## src/verilog/align_pkg.sv

```systemverilog
package align_pkg;

	// Clock and timing
	localparam int unsigned CLK_PERIOD_NS = 20;
	localparam int unsigned HOLD_MIN_US = 1000;
	localparam int unsigned RELOCK_US = 500;
	localparam int unsigned SETTLE_NS = 2000;
	localparam int unsigned LOCK_MIN_NS = 1000;
	localparam int unsigned NS_PER_US = 1000;

	localparam int unsigned CNT_W = 32;
	localparam logic [CNT_W-1:0] CNT_ZERO = 32'h0000_0000;
	localparam logic [CNT_W-1:0] CNT_ONE = 32'h0000_0001;

	// Least times round up to whole cycles
	localparam logic [CNT_W-1:0] HOLD_MIN_CYC =
		CNT_W'((HOLD_MIN_US * NS_PER_US + CLK_PERIOD_NS - 1) / CLK_PERIOD_NS);
	localparam logic [CNT_W-1:0] RELOCK_CYC =
		CNT_W'((RELOCK_US * NS_PER_US + CLK_PERIOD_NS - 1) / CLK_PERIOD_NS);
	localparam logic [CNT_W-1:0] SETTLE_CYC =
		CNT_W'((SETTLE_NS + CLK_PERIOD_NS - 1) / CLK_PERIOD_NS);
	localparam logic [CNT_W-1:0] LOCK_MIN_CYC =
		CNT_W'((LOCK_MIN_NS + CLK_PERIOD_NS - 1) / CLK_PERIOD_NS);

	// Trailer dividers
	localparam int unsigned NUM_OUT = 4;
	localparam int unsigned DIV_W = 8;
	localparam int unsigned SYNC_STAGES = 3;
	localparam logic [DIV_W-1:0] DIV_MIN = 8'h02;
	localparam logic [DIV_W-1:0] DIV_ONE = 8'h01;
	localparam logic [DIV_W-1:0] DIV_ZERO = 8'h00;

	typedef enum logic [3:0] {
		T_IDLE = 4'b0001,
		T_INIT = 4'b0010,
		T_FROZEN = 4'b0100,
		T_ARM = 4'b1000
	} trailer_state_t;

	typedef enum logic [5:0] {
		L_IDLE = 6'b00_0001,
		L_S1_INIT = 6'b00_0010,
		L_S1_DONE = 6'b00_0100,
		L_RELOCK = 6'b00_1000,
		L_S2_INIT = 6'b01_0000,
		L_S2_DONE = 6'b10_0000
	} leader_state_t;

endpackage

```

## src/verilog/align_if.sv

```systemverilog
`timescale 1ns/1ns
`default_nettype none
interface align_if;
	logic multiFunctionAlignPin;
	logic softwareAlignBit;
	logic locked;
	modport leader(output multiFunctionAlignPin, output softwareAlignBit, input locked);
	modport trailer(input multiFunctionAlignPin, input softwareAlignBit, output locked);
endinterface
`default_nettype wire

```

## src/verilog/cascade_leader.sv

```systemverilog
// Behaviour
// - start only once all parts configured
// - idle keeps pin and bit low
// - part ORs pin with bit
// - one source per event, other low
// - part synchronises request to input clock
// - loop parts retime to feedback divider
// - raise pin or write bit to start
// - retimed rise starts initialisation
// - dividers freeze low at natural fall
// - hold request high at least 1ms
// - drop the same source to complete
// - retimed fall starts completion
// - arm dividers, then release together
// - finish stage one before stage two
// - wait for stage two relock
// - stage two may resync alone anytime
// - one shared request for stage two
// - return idle, all sources low
// - stage two reference divider set one
`timescale 1ns/1ns
`default_nettype none
module cascade_leader #(
	parameter logic [align_pkg::CNT_W-1:0] HOLD_CYCLES = align_pkg::HOLD_MIN_CYC,
	parameter logic [align_pkg::CNT_W-1:0] RELOCK_CYCLES = align_pkg::RELOCK_CYC
) (
	input wire logic core_clk,
	input wire logic srst,
	align_if.leader stageOne,
	align_if.leader stageTwo,
	input wire logic start,
	input wire logic trailerOnly,
	input wire logic useSoftware,
	input wire logic configured,
	input wire logic lockEarly,
	input wire logic [align_pkg::CNT_W-1:0] holdCycles,
	input wire logic [align_pkg::CNT_W-1:0] relockCycles,
	output logic busy,
	output logic done,
	output logic startRefused,
	output logic relockLate,
	output align_pkg::leader_state_t phase
);
	import align_pkg::*;

	typedef struct packed {
		leader_state_t state;
		logic [CNT_W-1:0] cnt;
		logic useBit;
		logic s1Pin;
		logic s1Bit;
		logic s2Pin;
		logic s2Bit;
		logic busy;
		logic done;
		logic startRefused;
		logic relockLate;
	} leader_t;

	localparam leader_t LEADER_RST = '{state: L_IDLE, default: '0};

	function automatic logic [CNT_W-1:0] maxCnt(input logic [CNT_W-1:0] a,
		input logic [CNT_W-1:0] b);
		maxCnt = (a > b) ? a : b;
	endfunction

	// True on the last cycle of a wait of lim cycles, never shorter than one
	function automatic logic waitOver(input logic [CNT_W-1:0] c, input logic [CNT_W-1:0] lim);
		waitOver = (c >= maxCnt(lim, CNT_ONE) - CNT_ONE);
	endfunction

	leader_t q;
	leader_t d;

	always_comb begin
		logic [CNT_W-1:0] holdEff;
		logic [CNT_W-1:0] relockEff;
		logic lockedNow;
		holdEff = '0;
		relockEff = '0;
		lockedNow = 1'b0;
		d = q;
		d.done = 1'b0;
		d.startRefused = 1'b0;
		// A short programmed hold is stretched to the safe minimum
		holdEff = maxCnt(holdCycles, HOLD_CYCLES);
		relockEff = (relockCycles == CNT_ZERO) ? RELOCK_CYCLES : relockCycles;
		lockedNow = stageTwo.locked;
		unique case (q.state)
			L_IDLE: begin
				d.s1Pin = 1'b0;
				d.s1Bit = 1'b0;
				d.s2Pin = 1'b0;
				d.s2Bit = 1'b0;
				d.busy = 1'b0;
				d.cnt = CNT_ZERO;
				if (start) begin
					if (!configured) begin
						d.startRefused = 1'b1;
					end else begin
						d.busy = 1'b1;
						d.useBit = useSoftware;
						d.relockLate = 1'b0;
						if (trailerOnly) begin
							// Stage two alone, stage one stays idle
							d.s2Pin = ~useSoftware;
							d.s2Bit = useSoftware;
							d.state = L_S2_INIT;
						end else begin
							d.s1Pin = ~useSoftware;
							d.s1Bit = useSoftware;
							d.state = L_S1_INIT;
						end
					end
				end
			end
			L_S1_INIT: begin
				d.cnt = q.cnt + CNT_ONE;
				if (waitOver(q.cnt, holdEff)) begin
					d.s1Pin = 1'b0;
					d.s1Bit = 1'b0;
					d.cnt = CNT_ZERO;
					d.state = L_S1_DONE;
				end
			end
			L_S1_DONE: begin
				// Completion inside stage one must finish first
				d.cnt = q.cnt + CNT_ONE;
				if (waitOver(q.cnt, SETTLE_CYC)) begin
					d.cnt = CNT_ZERO;
					d.state = L_RELOCK;
				end
			end
			L_RELOCK: begin
				d.cnt = q.cnt + CNT_ONE;
				// Lock seen too soon may be the stale one from before the pause
				if ((lockEarly && lockedNow && waitOver(q.cnt, LOCK_MIN_CYC))
					|| waitOver(q.cnt, relockEff)) begin
					d.relockLate = ~lockedNow;
					d.cnt = CNT_ZERO;
					// Every stage two part shares this one request
					d.s2Pin = ~q.useBit;
					d.s2Bit = q.useBit;
					d.state = L_S2_INIT;
				end
			end
			L_S2_INIT: begin
				d.cnt = q.cnt + CNT_ONE;
				if (waitOver(q.cnt, holdEff)) begin
					d.s2Pin = 1'b0;
					d.s2Bit = 1'b0;
					d.cnt = CNT_ZERO;
					d.state = L_S2_DONE;
				end
			end
			L_S2_DONE: begin
				d.cnt = q.cnt + CNT_ONE;
				if (waitOver(q.cnt, SETTLE_CYC)) begin
					d.cnt = CNT_ZERO;
					d.busy = 1'b0;
					d.done = 1'b1;
					d.state = L_IDLE;
				end
			end
		endcase
	end

	always_ff @(posedge core_clk) begin
		if (srst) begin
			q <= LEADER_RST;
		end else begin
			q <= d;
		end
	end

	// Stage two alignment to stage one holds only with reference divider one
	assign stageOne.multiFunctionAlignPin = q.s1Pin;
	assign stageOne.softwareAlignBit = q.s1Bit;
	assign stageTwo.multiFunctionAlignPin = q.s2Pin;
	assign stageTwo.softwareAlignBit = q.s2Bit;
	assign busy = q.busy;
	assign done = q.done;
	assign startRefused = q.startRefused;
	assign relockLate = q.relockLate;
	assign phase = q.state;

endmodule
`default_nettype wire

```

## src/flat_wrapper.sv

```systemverilog
// flat-port wrapper written by rule: the top's interface ports become plain ports
module cascade_leader_flat import align_pkg::*;
#(
	parameter logic [align_pkg::CNT_W-1:0] HOLD_CYCLES = align_pkg::HOLD_MIN_CYC,
	parameter logic [align_pkg::CNT_W-1:0] RELOCK_CYCLES = align_pkg::RELOCK_CYC
)
  (core_clk, srst, start, trailerOnly, useSoftware, configured, lockEarly, holdCycles, relockCycles, busy, done, startRefused, relockLate, phase, stageOne_multiFunctionAlignPin, stageOne_softwareAlignBit, stageOne_locked, stageTwo_multiFunctionAlignPin, stageTwo_softwareAlignBit, stageTwo_locked);
  align_if stageOne_i ();
  align_if stageTwo_i ();
  input wire logic core_clk;
  input wire logic srst;
  input wire logic start;
  input wire logic trailerOnly;
  input wire logic useSoftware;
  input wire logic configured;
  input wire logic lockEarly;
  input wire logic [align_pkg::CNT_W-1:0] holdCycles;
  input wire logic [align_pkg::CNT_W-1:0] relockCycles;
  output logic busy;
  output logic done;
  output logic startRefused;
  output logic relockLate;
  output align_pkg::leader_state_t phase;
  output wire logic [$bits(stageOne_i.multiFunctionAlignPin)-1:0] stageOne_multiFunctionAlignPin;
  output wire logic [$bits(stageOne_i.softwareAlignBit)-1:0] stageOne_softwareAlignBit;
  input wire logic [$bits(stageOne_i.locked)-1:0] stageOne_locked;
  output wire logic [$bits(stageTwo_i.multiFunctionAlignPin)-1:0] stageTwo_multiFunctionAlignPin;
  output wire logic [$bits(stageTwo_i.softwareAlignBit)-1:0] stageTwo_softwareAlignBit;
  input wire logic [$bits(stageTwo_i.locked)-1:0] stageTwo_locked;
  assign stageOne_multiFunctionAlignPin = stageOne_i.multiFunctionAlignPin;
  assign stageOne_softwareAlignBit = stageOne_i.softwareAlignBit;
  assign stageOne_i.locked = stageOne_locked;
  assign stageTwo_multiFunctionAlignPin = stageTwo_i.multiFunctionAlignPin;
  assign stageTwo_softwareAlignBit = stageTwo_i.softwareAlignBit;
  assign stageTwo_i.locked = stageTwo_locked;
  cascade_leader #(.HOLD_CYCLES(HOLD_CYCLES), .RELOCK_CYCLES(RELOCK_CYCLES)) u_core (.core_clk(core_clk), .srst(srst), .stageOne(stageOne_i), .stageTwo(stageTwo_i), .start(start), .trailerOnly(trailerOnly), .useSoftware(useSoftware), .configured(configured), .lockEarly(lockEarly), .holdCycles(holdCycles), .relockCycles(relockCycles), .busy(busy), .done(done), .startRefused(startRefused), .relockLate(relockLate), .phase(phase));
endmodule
```

## config.mk

```make
export PLATFORM = sky130hd
export DESIGN_NAME = cascade_leader_flat
export DESIGN_NICKNAME = d
export VERILOG_FILES = /design/src/verilog/align_pkg.sv /design/src/verilog/align_if.sv /design/src/verilog/cascade_leader.sv /design/src/flat_wrapper.sv
export SDC_FILE = /design/constraint.sdc
export NUM_CORES = 1
export LEC_CHECK = 0
export ABC_CLOCK_PERIOD_IN_PS = 8850
export BUFFER_PORTS_ARGS = -buffer_cell sky130_fd_sc_hd__buf_2
export CAP_MARGIN = 30
export CORE_MARGIN = 5
export CORE_UTILIZATION = 45
export DETAILED_ROUTE_END_ITERATION = 7
export PLACE_DENSITY_LB_ADDON = 0.25
export SYNTH_ARGS = -nofsm -noshare
export SYNTH_HDL_FRONTEND = slang
export SYNTH_SLANG_ARGS = --single-unit
export TNS_END_PERCENT = 1
```

## constraint.sdc

```tcl
create_clock -name core_clk -period 8.85 [get_ports core_clk]
set_clock_uncertainty 0.1 [all_clocks]
set_input_delay 0.885 -clock core_clk [delete_from_list [all_inputs] [get_ports core_clk]]
set_output_delay 0.885 -clock core_clk [all_outputs]
set_load 0.03 [all_outputs]
```

### Yosys cells after proc, flatten, opt, wreduce, memory -nomap -nowiden

Cells that the tools add are included.

| cells by class | value |
|---|---|
| add/subtract/negate cells | 3 |
| order comparisons | 7 |
| equality and inequality tests | 13 |
| multiplexer cells | 28 |
| bitwise operators | 6 |
| reduce and logical (&&, ||, !) cells | 16 |

Operators by type and width:

| kind | count |
|---|---|
| $pmux W38 S6 | 1 |
| $mux W38 | 5 |
| $mux W32 | 4 |
| $ge A32 B32 Y1 | 2 |
| $gt A32 B1 Y1 const B | 2 |
| $sub A32 B1 Y32 const B | 2 |
| $add A32 B1 Y32 const B | 1 |
| $ge A32 B6 Y1 const B | 1 |
| $ge A32 B7 Y1 const B | 1 |
| $gt A32 B16 Y1 const B | 1 |
| $logic_not A32 Y1 | 1 |
| $mux W5 | 3 |
| $mux W6 | 2 |
| $mux W2 | 5 |
| $ne A2 B1 Y1 const B | 5 |
| $reduce_and A7 Y1 | 1 |
| $eq A6 B1 Y1 const B | 1 |
| $eq A6 B2 Y1 const B | 1 |
| $eq A6 B3 Y1 const B | 1 |
| $eq A6 B4 Y1 const B | 1 |
| $eq A6 B5 Y1 const B | 1 |
| $eq A6 B6 Y1 const B | 1 |
| $not A1 Y1 | 6 |
| $pmux W2 S3 | 1 |
| 13 further kinds | 23 |

| word-level totals | value |
|---|---|
| bits in registers | 47 |
| input port bits | 73 |
| output and inout bits | 14 |
| word-level logic and storage cells | 84 |

### Logic depth before layout (Yosys ltp)

Gate-level depths: netlist (run 1).

| logic depth | value |
|---|---|
| depth after elaboration | 9 |
| mapped depth | 22 |
| gate-level depth less buffers | 20 |

### Worst setup path after synthesis (run 1)

OpenSTA, ideal clock, no wires.

| timing path | value |
|---|---|
| path type | in2reg |
| from | input port holdCycles[26] (netlist bit) |
| to | register u_core.q (netlist bit u_core.phase[1]) |
| setup time | 0.121 ns |
| arrival time | 6.197 ns |
| data required time | 8.629 ns |
| setup slack | 2.432 ns |
| stages | 19 |
| buffers on the path | 1 |
| path through | or4_1 > or3_1 > nor4_1 > o21ai_0 > clkbuf_1 > nand2_1 > ha_1 > nand3_1 > or3b_2 > xnor2_1 > nand2_1 > ha_1 > and4_1 > nand2_1 > or4_1 > a31oi_1 > o211ai_1 > a211oi_1 > mux2_2 |

| between the ends | value |
|---|---|
| longest elaborated chain between the ends | 8 |
| elaborated cells between the ends (all ways) | 9 |
| those cells by class | add/sub: 1; order compare: 3; eq/ne: 2; mux: 2; reduce/logical: 1 |

RTL lines:

| item | line | source |
|---|---|---|
| start, declared | flat_wrapper.sv:17 | `input wire logic [align_pkg::CNT_W-1:0] holdCycles;` |
| $gt A32 B16 Y1 | cascade_leader.sv:64 | `maxCnt = (a > b) ? a : b;` |
| $mux W32 * | cascade_leader.sv:64 |  |
| $gt A32 B1 Y1 | cascade_leader.sv:64 |  |
| $mux W32 * | cascade_leader.sv:64 |  |
| $sub A32 B1 Y32 * | cascade_leader.sv:69 | `waitOver = (c >= maxCnt(lim, CNT_ONE) - CNT_ONE);` |
| $ge A32 B32 Y1 * | cascade_leader.sv:69 |  |
| $ne A2 B1 Y1 (no line) | -- |  |
| $reduce_and A7 Y1 (no line) * | -- |  |
| end signal, assigned | cascade_leader.sv:170 | `q <= LEADER_RST;` |
| end signal, assigned | cascade_leader.sv:172 | `q <= d;` |
| end, declared | cascade_leader.sv:72 | `leader_t q;` |

Mark *: on every way between the ends. The rest lies on a longest branch, timed or not.
A chain may end at the register's enable or synchronous reset.

### Final worst setup path (run 1)

Ends and elaborated chain as after synthesis.

==> qor.txt, run 1 <==
Final setup vio count = 0
CTS Buf Count = 5
Hold Buf Count CTS = 0
Fin util = 51.8%
Vias in the first global route = 4727
TritonCTS clock tree = done
Leakage = 2.30 nW
Slew @ Worst Pin = 0.747 ns
Max H-tree Level = 2
Final wirelength = 12800 µm
Synth area leaders = dfxtp_1 (19%), ha_1 (17%), xnor2_1 (8.9%)
Main combinational cell family by area after synthesis = simple AND/OR/NAND/NOR gates
Mapped cell area = 0.00500 mm²
Clock share of power = 29.2%
PortBufs = 85
Pins Over Slew Limit = 0
Synth top area share = 18.8%
Post-Synthesis Mean Instance Area = 7.80 µm²
Startpoint class of the critical path = input port
Worst VDD drop = 66.5 µV
Vias/cell = 5.80
Root Buffer = clkbuf_8
Register share of total power = 44.2%
Most frequently used flop master after synthesis = dfxtp_1
Mapped Cells = 642
Post-CTS Setup Bufs = 0
Sw frac = 32.6%
Antenna viol nets, final = 0
Post-layout min period = 6.41 ns
WL/cell = 15.0 µm
Post-synthesis async set-or-reset flop share = 0%
Met2 Use GR = 36.9%
Warning count from the yosys run = 0
Number of core rows = 38
Adder-Cell Fraction of Synth Area = 17.3%
# fillers = 1079
Layout overhead on the synthesized area = 12.7%
Multiplexer area fraction after synthesis = 0.625%
Psw = 0.166 mW
Via count = 4969
PD cells = 90.0 mW/mm²
GRT overflow = 0
I/O Pins = 87
Area fraction in compound gates after synthesis = 12.5%
Outcome = finished, final reports clean
Post-DP HPWL = 10600 µm
Starting density of the core = 46.0%
Yosys reg bits = 47
Die Height = 115 µm
Reg clk slew, reported paths = 0.09 ns
Max_cap viols = 0
Tcrit/Tclk final = 72.5%
Iter 0 DRT Violations = 324
Post-CTS sizing = 0
Sequential fraction of the synthesis area = 18.8%
Met3 global-route usage = 2.87%
Synth area leader = dfxtp_1
Clk_lat worst skew = 0.32 ns
Synth Area in XOR/XNOR = 14.7%
Layout cells sized above 1 = 16.6%
Initial antenna violation count = 0
Slew Limit Headroom = 49.8%
Logic pwr share = 26.6%
CP Capture Type = flop
Antenna cells = 0
Global Route Usage Sum = 19.2%
Netlist cell types = 60
Gr busiest metal = met2
Critical path type = input port to flop
Simple-Gate Fraction of Synth Area = 32.8%
Unrepaired setup endpoints after global routing = false
DRT Pass-1 Iters = 4
Routability cong. = 0.860
Core Region = 0.0109 mm²
Met1 Resource Use GR = 21.9%
DRC viols = 0
Final #Nets = 857
Crit path DAT = 6.53 ns
Multi-input gate area = 0.00390 mm²
Internal = 0.342 mW
TritonCTS Sinks = 47
Hold Path Class = flop to flop
Syn_nets = 784
Max Clk Rate = 156 MHz
Clock tree buffer depth = 2
Critical Path RT = 8.97 ns
DIE WIDTH = 115 µm
Setup TNS = 0 ns
Final hold viol count = 0
Max FO, Critical Path = 11
Largest net degree at the start of global routing = 33
First-pass GRT wire length = 21200 µm
Die area = 0.0133 mm²
Post-synth EDFFs = 0
Storage element area = 941 µm²
==> registers in the layout, indices dropped and copies added, names as in the netlist <==
register                               flops
u_core.stageOne.softwareAlignBit           1
u_core.busy                                1
u_core.stageTwo.multiFunctionAlignPin      1
u_core.phase                               6
u_core.stageTwo.softwareAlignBit           1
u_core.relockLate                          1
u_core.startRefused                        1
u_core.done                                1
u_core.stageOne.multiFunctionAlignPin      1
u_core.q                                  33
==> area by class of cell <==
class / instances / share of cell area [%]
Tap cell: 140 / 3.10
Inverter: 14 / 0.931
Sequential cell: 47 / 16.7
Timing Repair Buffer: 90 / 8.34
Multi-Input combinational cell: 557 / 69.2
Clock buffer: 8 / 1.77
==> cell families (layout without fill, tap and decap cells) <==
kind of cell               after synthesis  after routing
buffers and inverters                   38            112
DFF                                     47             47
adders and majority gates               69             69
AOI/OAI and AO/OA                       94             94
xor gates and xnor gates                84             84
and+or+nand+nor                        307            307
muxes                                    3              3
==> cell usage in the layout, fill, tap and decap left out, drive strengths merged, types with 13 or more instances in the layout <==
| master | netlist | routed |
|---|---|---|
| xnor2 | 51 | 51 |
| buf | 6 | 90 |
| nand2b | 14 | 14 |
| a21oi | 29 | 29 |
| o21ai | 15 | 15 |
| ha | 69 | 69 |
| nor4 | 26 | 26 |
| nand2 | 54 | 54 |
| nor2 | 53 | 53 |
| nand3 | 22 | 22 |
| xor2 | 33 | 33 |
| nor3 | 65 | 65 |
| nand4 | 13 | 13 |
| dfxtp | 47 | 47 |
| inv | 14 | 14 |
==> Yosys cell counts (14+ instances only) <==
library cell / count
clkbuf_1: 18
nor3_1: 65
a21oi_1: 29
nand2_1: 54
xnor2_1: 51
nor2_1: 53
inv_1: 14
o21ai_0: 15
xor2_1: 33
dfxtp_1: 47
ha_1: 69
nor4_1: 26
nand3_1: 22
==> worst max-delay path, cell delays in order <==
cell and delay (ns):
buf_2 0.11, or4_1 0.57, or3_1 0.39, nor4_1 0.26, buf_4 0.20, o21ai_0 0.08
buf_4 0.17, nand2_1 0.09, ha_1 0.22, nand3_1 0.17, or3b_2 0.55, xnor2_1 0.15
nand2_1 0.08, ha_1 0.29, and4_1 0.23, nand2_1 0.07, or4_1 0.59, a31oi_1 0.30
o211ai_1 0.16, a211oi_1 0.56, mux2_2 0.40
==> stage by stage <==
stage	total power, mW	cells	instance area (µm²)	setup slack (ns)	hold WS (ns)
after floorplan	0.316	642	5000	2.43	0.354
after global placement	0.359	847	5530	2.23	0.354
after detailed placement	0.365	848	5540	2.16	0.371
after CTS	0.511	856	5640	2.47	0.384
after global routing	0.536	856	5640	1.89	0.403
final	0.508	856	5640	2.44	0.375
==> power by group through the flow <==
stage               logic, mW  clock network, mW  registers (mW)
floorplan              0.0851                  0           0.231
global placement        0.130                  0           0.229
detailed placement      0.135                  0           0.229
CTS                     0.136              0.151           0.224
global route            0.150              0.160           0.226
finish                  0.135              0.148           0.225
==> path summary, 6_finish.rpt <==
check                    start           endpoint  slack (ns)  cells past startpoint
min reg2reg  u_core.relockLate  u_core.relockLate        0.37                      2
max reg2reg       u_core.q[18]    u_core.phase[1]        5.58                      8
min          u_core.relockLate  u_core.relockLate        0.37                      2
max             holdCycles[26]    u_core.phase[1]        2.44                     21
==> per-layer routing <==
| layer | part of all wire, % | routed length [µm] |
|---|---|---|
| met1 | 42 | 5440 |
| met3 | 4.0 | 516 |
| met4 | 1.1 | 144 |
| met2 | 52 | 6740 |
| met5 | 0 | 0 |
(Power assumes the default switching activity.)
==> run 2: changes to the inputs <==
- ABC_CLOCK_PERIOD_IN_PS: 8850 -> 5900
- clock period: 8.85 -> 5.9 ns (I/O delays scaled with it)
==> run 2 against run 1 <==
Compared with the run above: total power is 49% higher; routed wire length is 1.3% lower; flip-flop and latch count stayed put; highest routed layer unchanged; hold slack hardly changed; clock power is 41% higher; die area stayed put; largest cell class unchanged; register-to-register slack worse by 2.9 ns; sequential share of layout area is 0.28 points lower.
==> qor.txt, run 2 (synthesis gave the netlist of run 1 again) <==
Hold Buf Count CTS = 0 (unchanged)
Clk_lat worst skew = 0.32 ns (about the same)
Final setup vio count = 0 (unchanged)
Max H-tree Level = 2 (unchanged)
Crit-path most repeated cell = nand2_1
DRT Pass-1 Iters = 4 (unchanged)
Final #Nets = 867 (+1.2%)
Leakage = 2.35 nW (+2.0%)
Via count = 4957 (-0.24%)
Non-Filler Instances = 866 (+1.2%)
Storage element area = 941 µm² (unchanged)
Post-layout min period = 5.51 ns
# fillers = 1073 (-0.56%)
Most common cell after layout, fill and taps aside = buf_2
Internal = 0.499 mW (+46%)
Multi-input gate area = 0.00393 mm² (+0.58%)
Commonest cells after routing, fill and taps aside = buf_2 (85), ha_1 (69), nor3_1 (65)
Post-DP HPWL = 10500 µm (-0.99%)
Die area = 0.0133 mm² (unchanged)
Reg clk slew, reported paths = 0.10 ns (about the same)
Final wirelength = 12700 µm (-1.3%)
Routability cong. = 0.866 (+0.73%)
Unrepaired setup endpoints after global routing = false
CP top delay family = simple AND/OR/NAND/NOR gates
Global Route Usage Sum = 19.1% (-0.11 points)
Tcrit/Tclk final = 93.4%
Iter 0 DRT Violations = 289 (-11%)
Root Buffer = clkbuf_8
Antenna cells = 0 (unchanged)
Psw = 0.258 mW (+56%)
Placed cell count = 857 (+1.1%)
WL/cell = 14.6 µm (-2.4%)
Largest net degree at the start of global routing = 33 (unchanged)
Crit path DAT = 5.63 ns (-0.90 ns)
Initial antenna violation count = 0 (unchanged)
Vias/cell = 5.72 (-1.4%)
Logic pwr share = 28.0% (+1.4 points)
Core Region = 0.0109 mm² (unchanged)
Number of core rows = 38 (unchanged)
PD cells = 132 mW/mm² (+46%)
Critical path type = input port to flop
Max FO, Critical Path = 3 (-8)
Critical Path RT = 6.02 ns (-2.95 ns)
Startpoint class of the critical path = input port
Register share of total power = 44.5% (+0.3 points)
Sw frac = 34.1% (+1.5 points)
Vias in the first global route = 4779 (+1.1%)
Layout overhead on the synthesized area = 14.6%
DIE WIDTH = 115 µm (unchanged)
CP Capture Type = flop
Final hold viol count = 0 (unchanged)
I/O Pins = 87 (unchanged)
Buf+Inv Stages, Crit Path = 1 (-2)
Fin util = 52.7% (+0.88 points)
Layout cells sized above 1 = 18.5% (+1.8 points)
Max reg flops = 33 (unchanged)
Biggest register = u_core.q
Outcome = finished, final reports clean
Slew Limit Headroom = 30.1% (-20 points)
TritonCTS Sinks = 47 (unchanged)
Worst VDD drop = 111 µV (+67%)
Starting density of the core = 46.0% (unchanged)
Crit-path cells = buf_2 -> or4_1 -> or3_1 -> nor4_2 -> o21ai_1 -> nand2_1 -> ha_1 -> nand3_1 -> or3b_2 -> xnor2_1 -> nand2_1 -> ha_1 -> and4_1 -> nand2_1 -> or4_1 -> a31oi_1 -> o211ai_1 -> a211oi_2 -> mux2_2
Slowest CP cell = or4_1
Max_cap viols = 0 (unchanged)
Pins Over Slew Limit = 0 (unchanged)
Antenna viol nets, final = 0 (unchanged)
Clock tree buffer depth = 2 (unchanged)
Die Height = 115 µm (unchanged)
Slew @ Worst Pin = 1.04 ns (+0.295 ns)
Max Clk Rate = 181 MHz
TritonCTS clock tree = done
PortBufs = 85 (unchanged)
CP peak stage delay = 0.57 ns (-0.02 ns)
First-pass GRT wire length = 21300 µm (+0.29%)
Clock share of power = 27.5% (-1.7 points)
Hold Path Class = input port to flop
GRT overflow = 0 (unchanged)
CTS Buf Count = 5 (unchanged)
DRC viols = 0 (unchanged)
-- run 2: power groups by stage --
stage | combinational, mW | sequential [mW] | clock (mW)
after floorplan | 0.129 | 0.346 | 0
after global placement | 0.202 | 0.343 | 0
after detailed placement | 0.208 | 0.344 | 0
after CTS | 0.209 | 0.336 | 0.212
after global routing | 0.237 | 0.339 | 0.227
final | 0.212 | 0.337 | 0.208
-- run 2: timing repair --
action                     CTS  global route
gates resized for setup      0             4
setup buffers                0             1
setup endpoints to repair    0            38
-- run 2: final timing paths --
check	cells after the start	endpoint	start	slack, ns
max	19	u_core.phase[1]	holdCycles[26]	0.39
min	2	u_core.startRefused	configured	0.37
max reg2reg	8	u_core.q[11]	u_core.q[36]	2.66
min reg2reg	2	u_core.stageTwo.multiFunctionAlignPin	u_core.stageTwo.multiFunctionAlignPin	0.38
-- run 2: worst register-to-register path, delay by kind of cell, from the launching register on --
kind | cells | cell delay, ns
compound gates | 3 | 0.95
flops | 1 | 0.41
buf+inv | 1 | 0.21
simple gates | 4 | 1.48
-- run 2: routing by layer --
layer,wire length [µm],track usage (%),up-vias,part of all wire [%]
li1,-,-,2542,-
met1,5460,23.3,2317,43
met2,6680,35.5,81,53
met3,407,2.66,17,3.2
met4,137,4.23,0,1.1
met5,0,0,-,0
-- run 2: cell type report --
cell class                 instances  area share, %
sequential                        47           16.4
inverter                          14          0.916
timing repair buffer             100           9.59
multi-input combinational        557           68.4
clock buffer                       5           1.20
clock inverter                     3          0.436
tap                              140           3.05
-- run 2: metrics by stage --
| step | setup TNS (ns) | setup slack, ns | area (µm²) | power [mW] | hold WS, ns |
|---|---|---|---|---|---|
| CTS | 0 | 0.230 | 5720 | 0.757 | 0.361 |
| global route | 0 | 0.0221 | 5740 | 0.803 | 0.375 |
| finish | 0 | 0.390 | 5740 | 0.757 | 0.375 |
| floorplan | 0 | 0.0758 | 5020 | 0.475 | 0.354 |
| detailed placement | -0.684 | -0.0561 | 5630 | 0.552 | 0.360 |
| global placement | 0 | 0.0230 | 5630 | 0.546 | 0.350 |
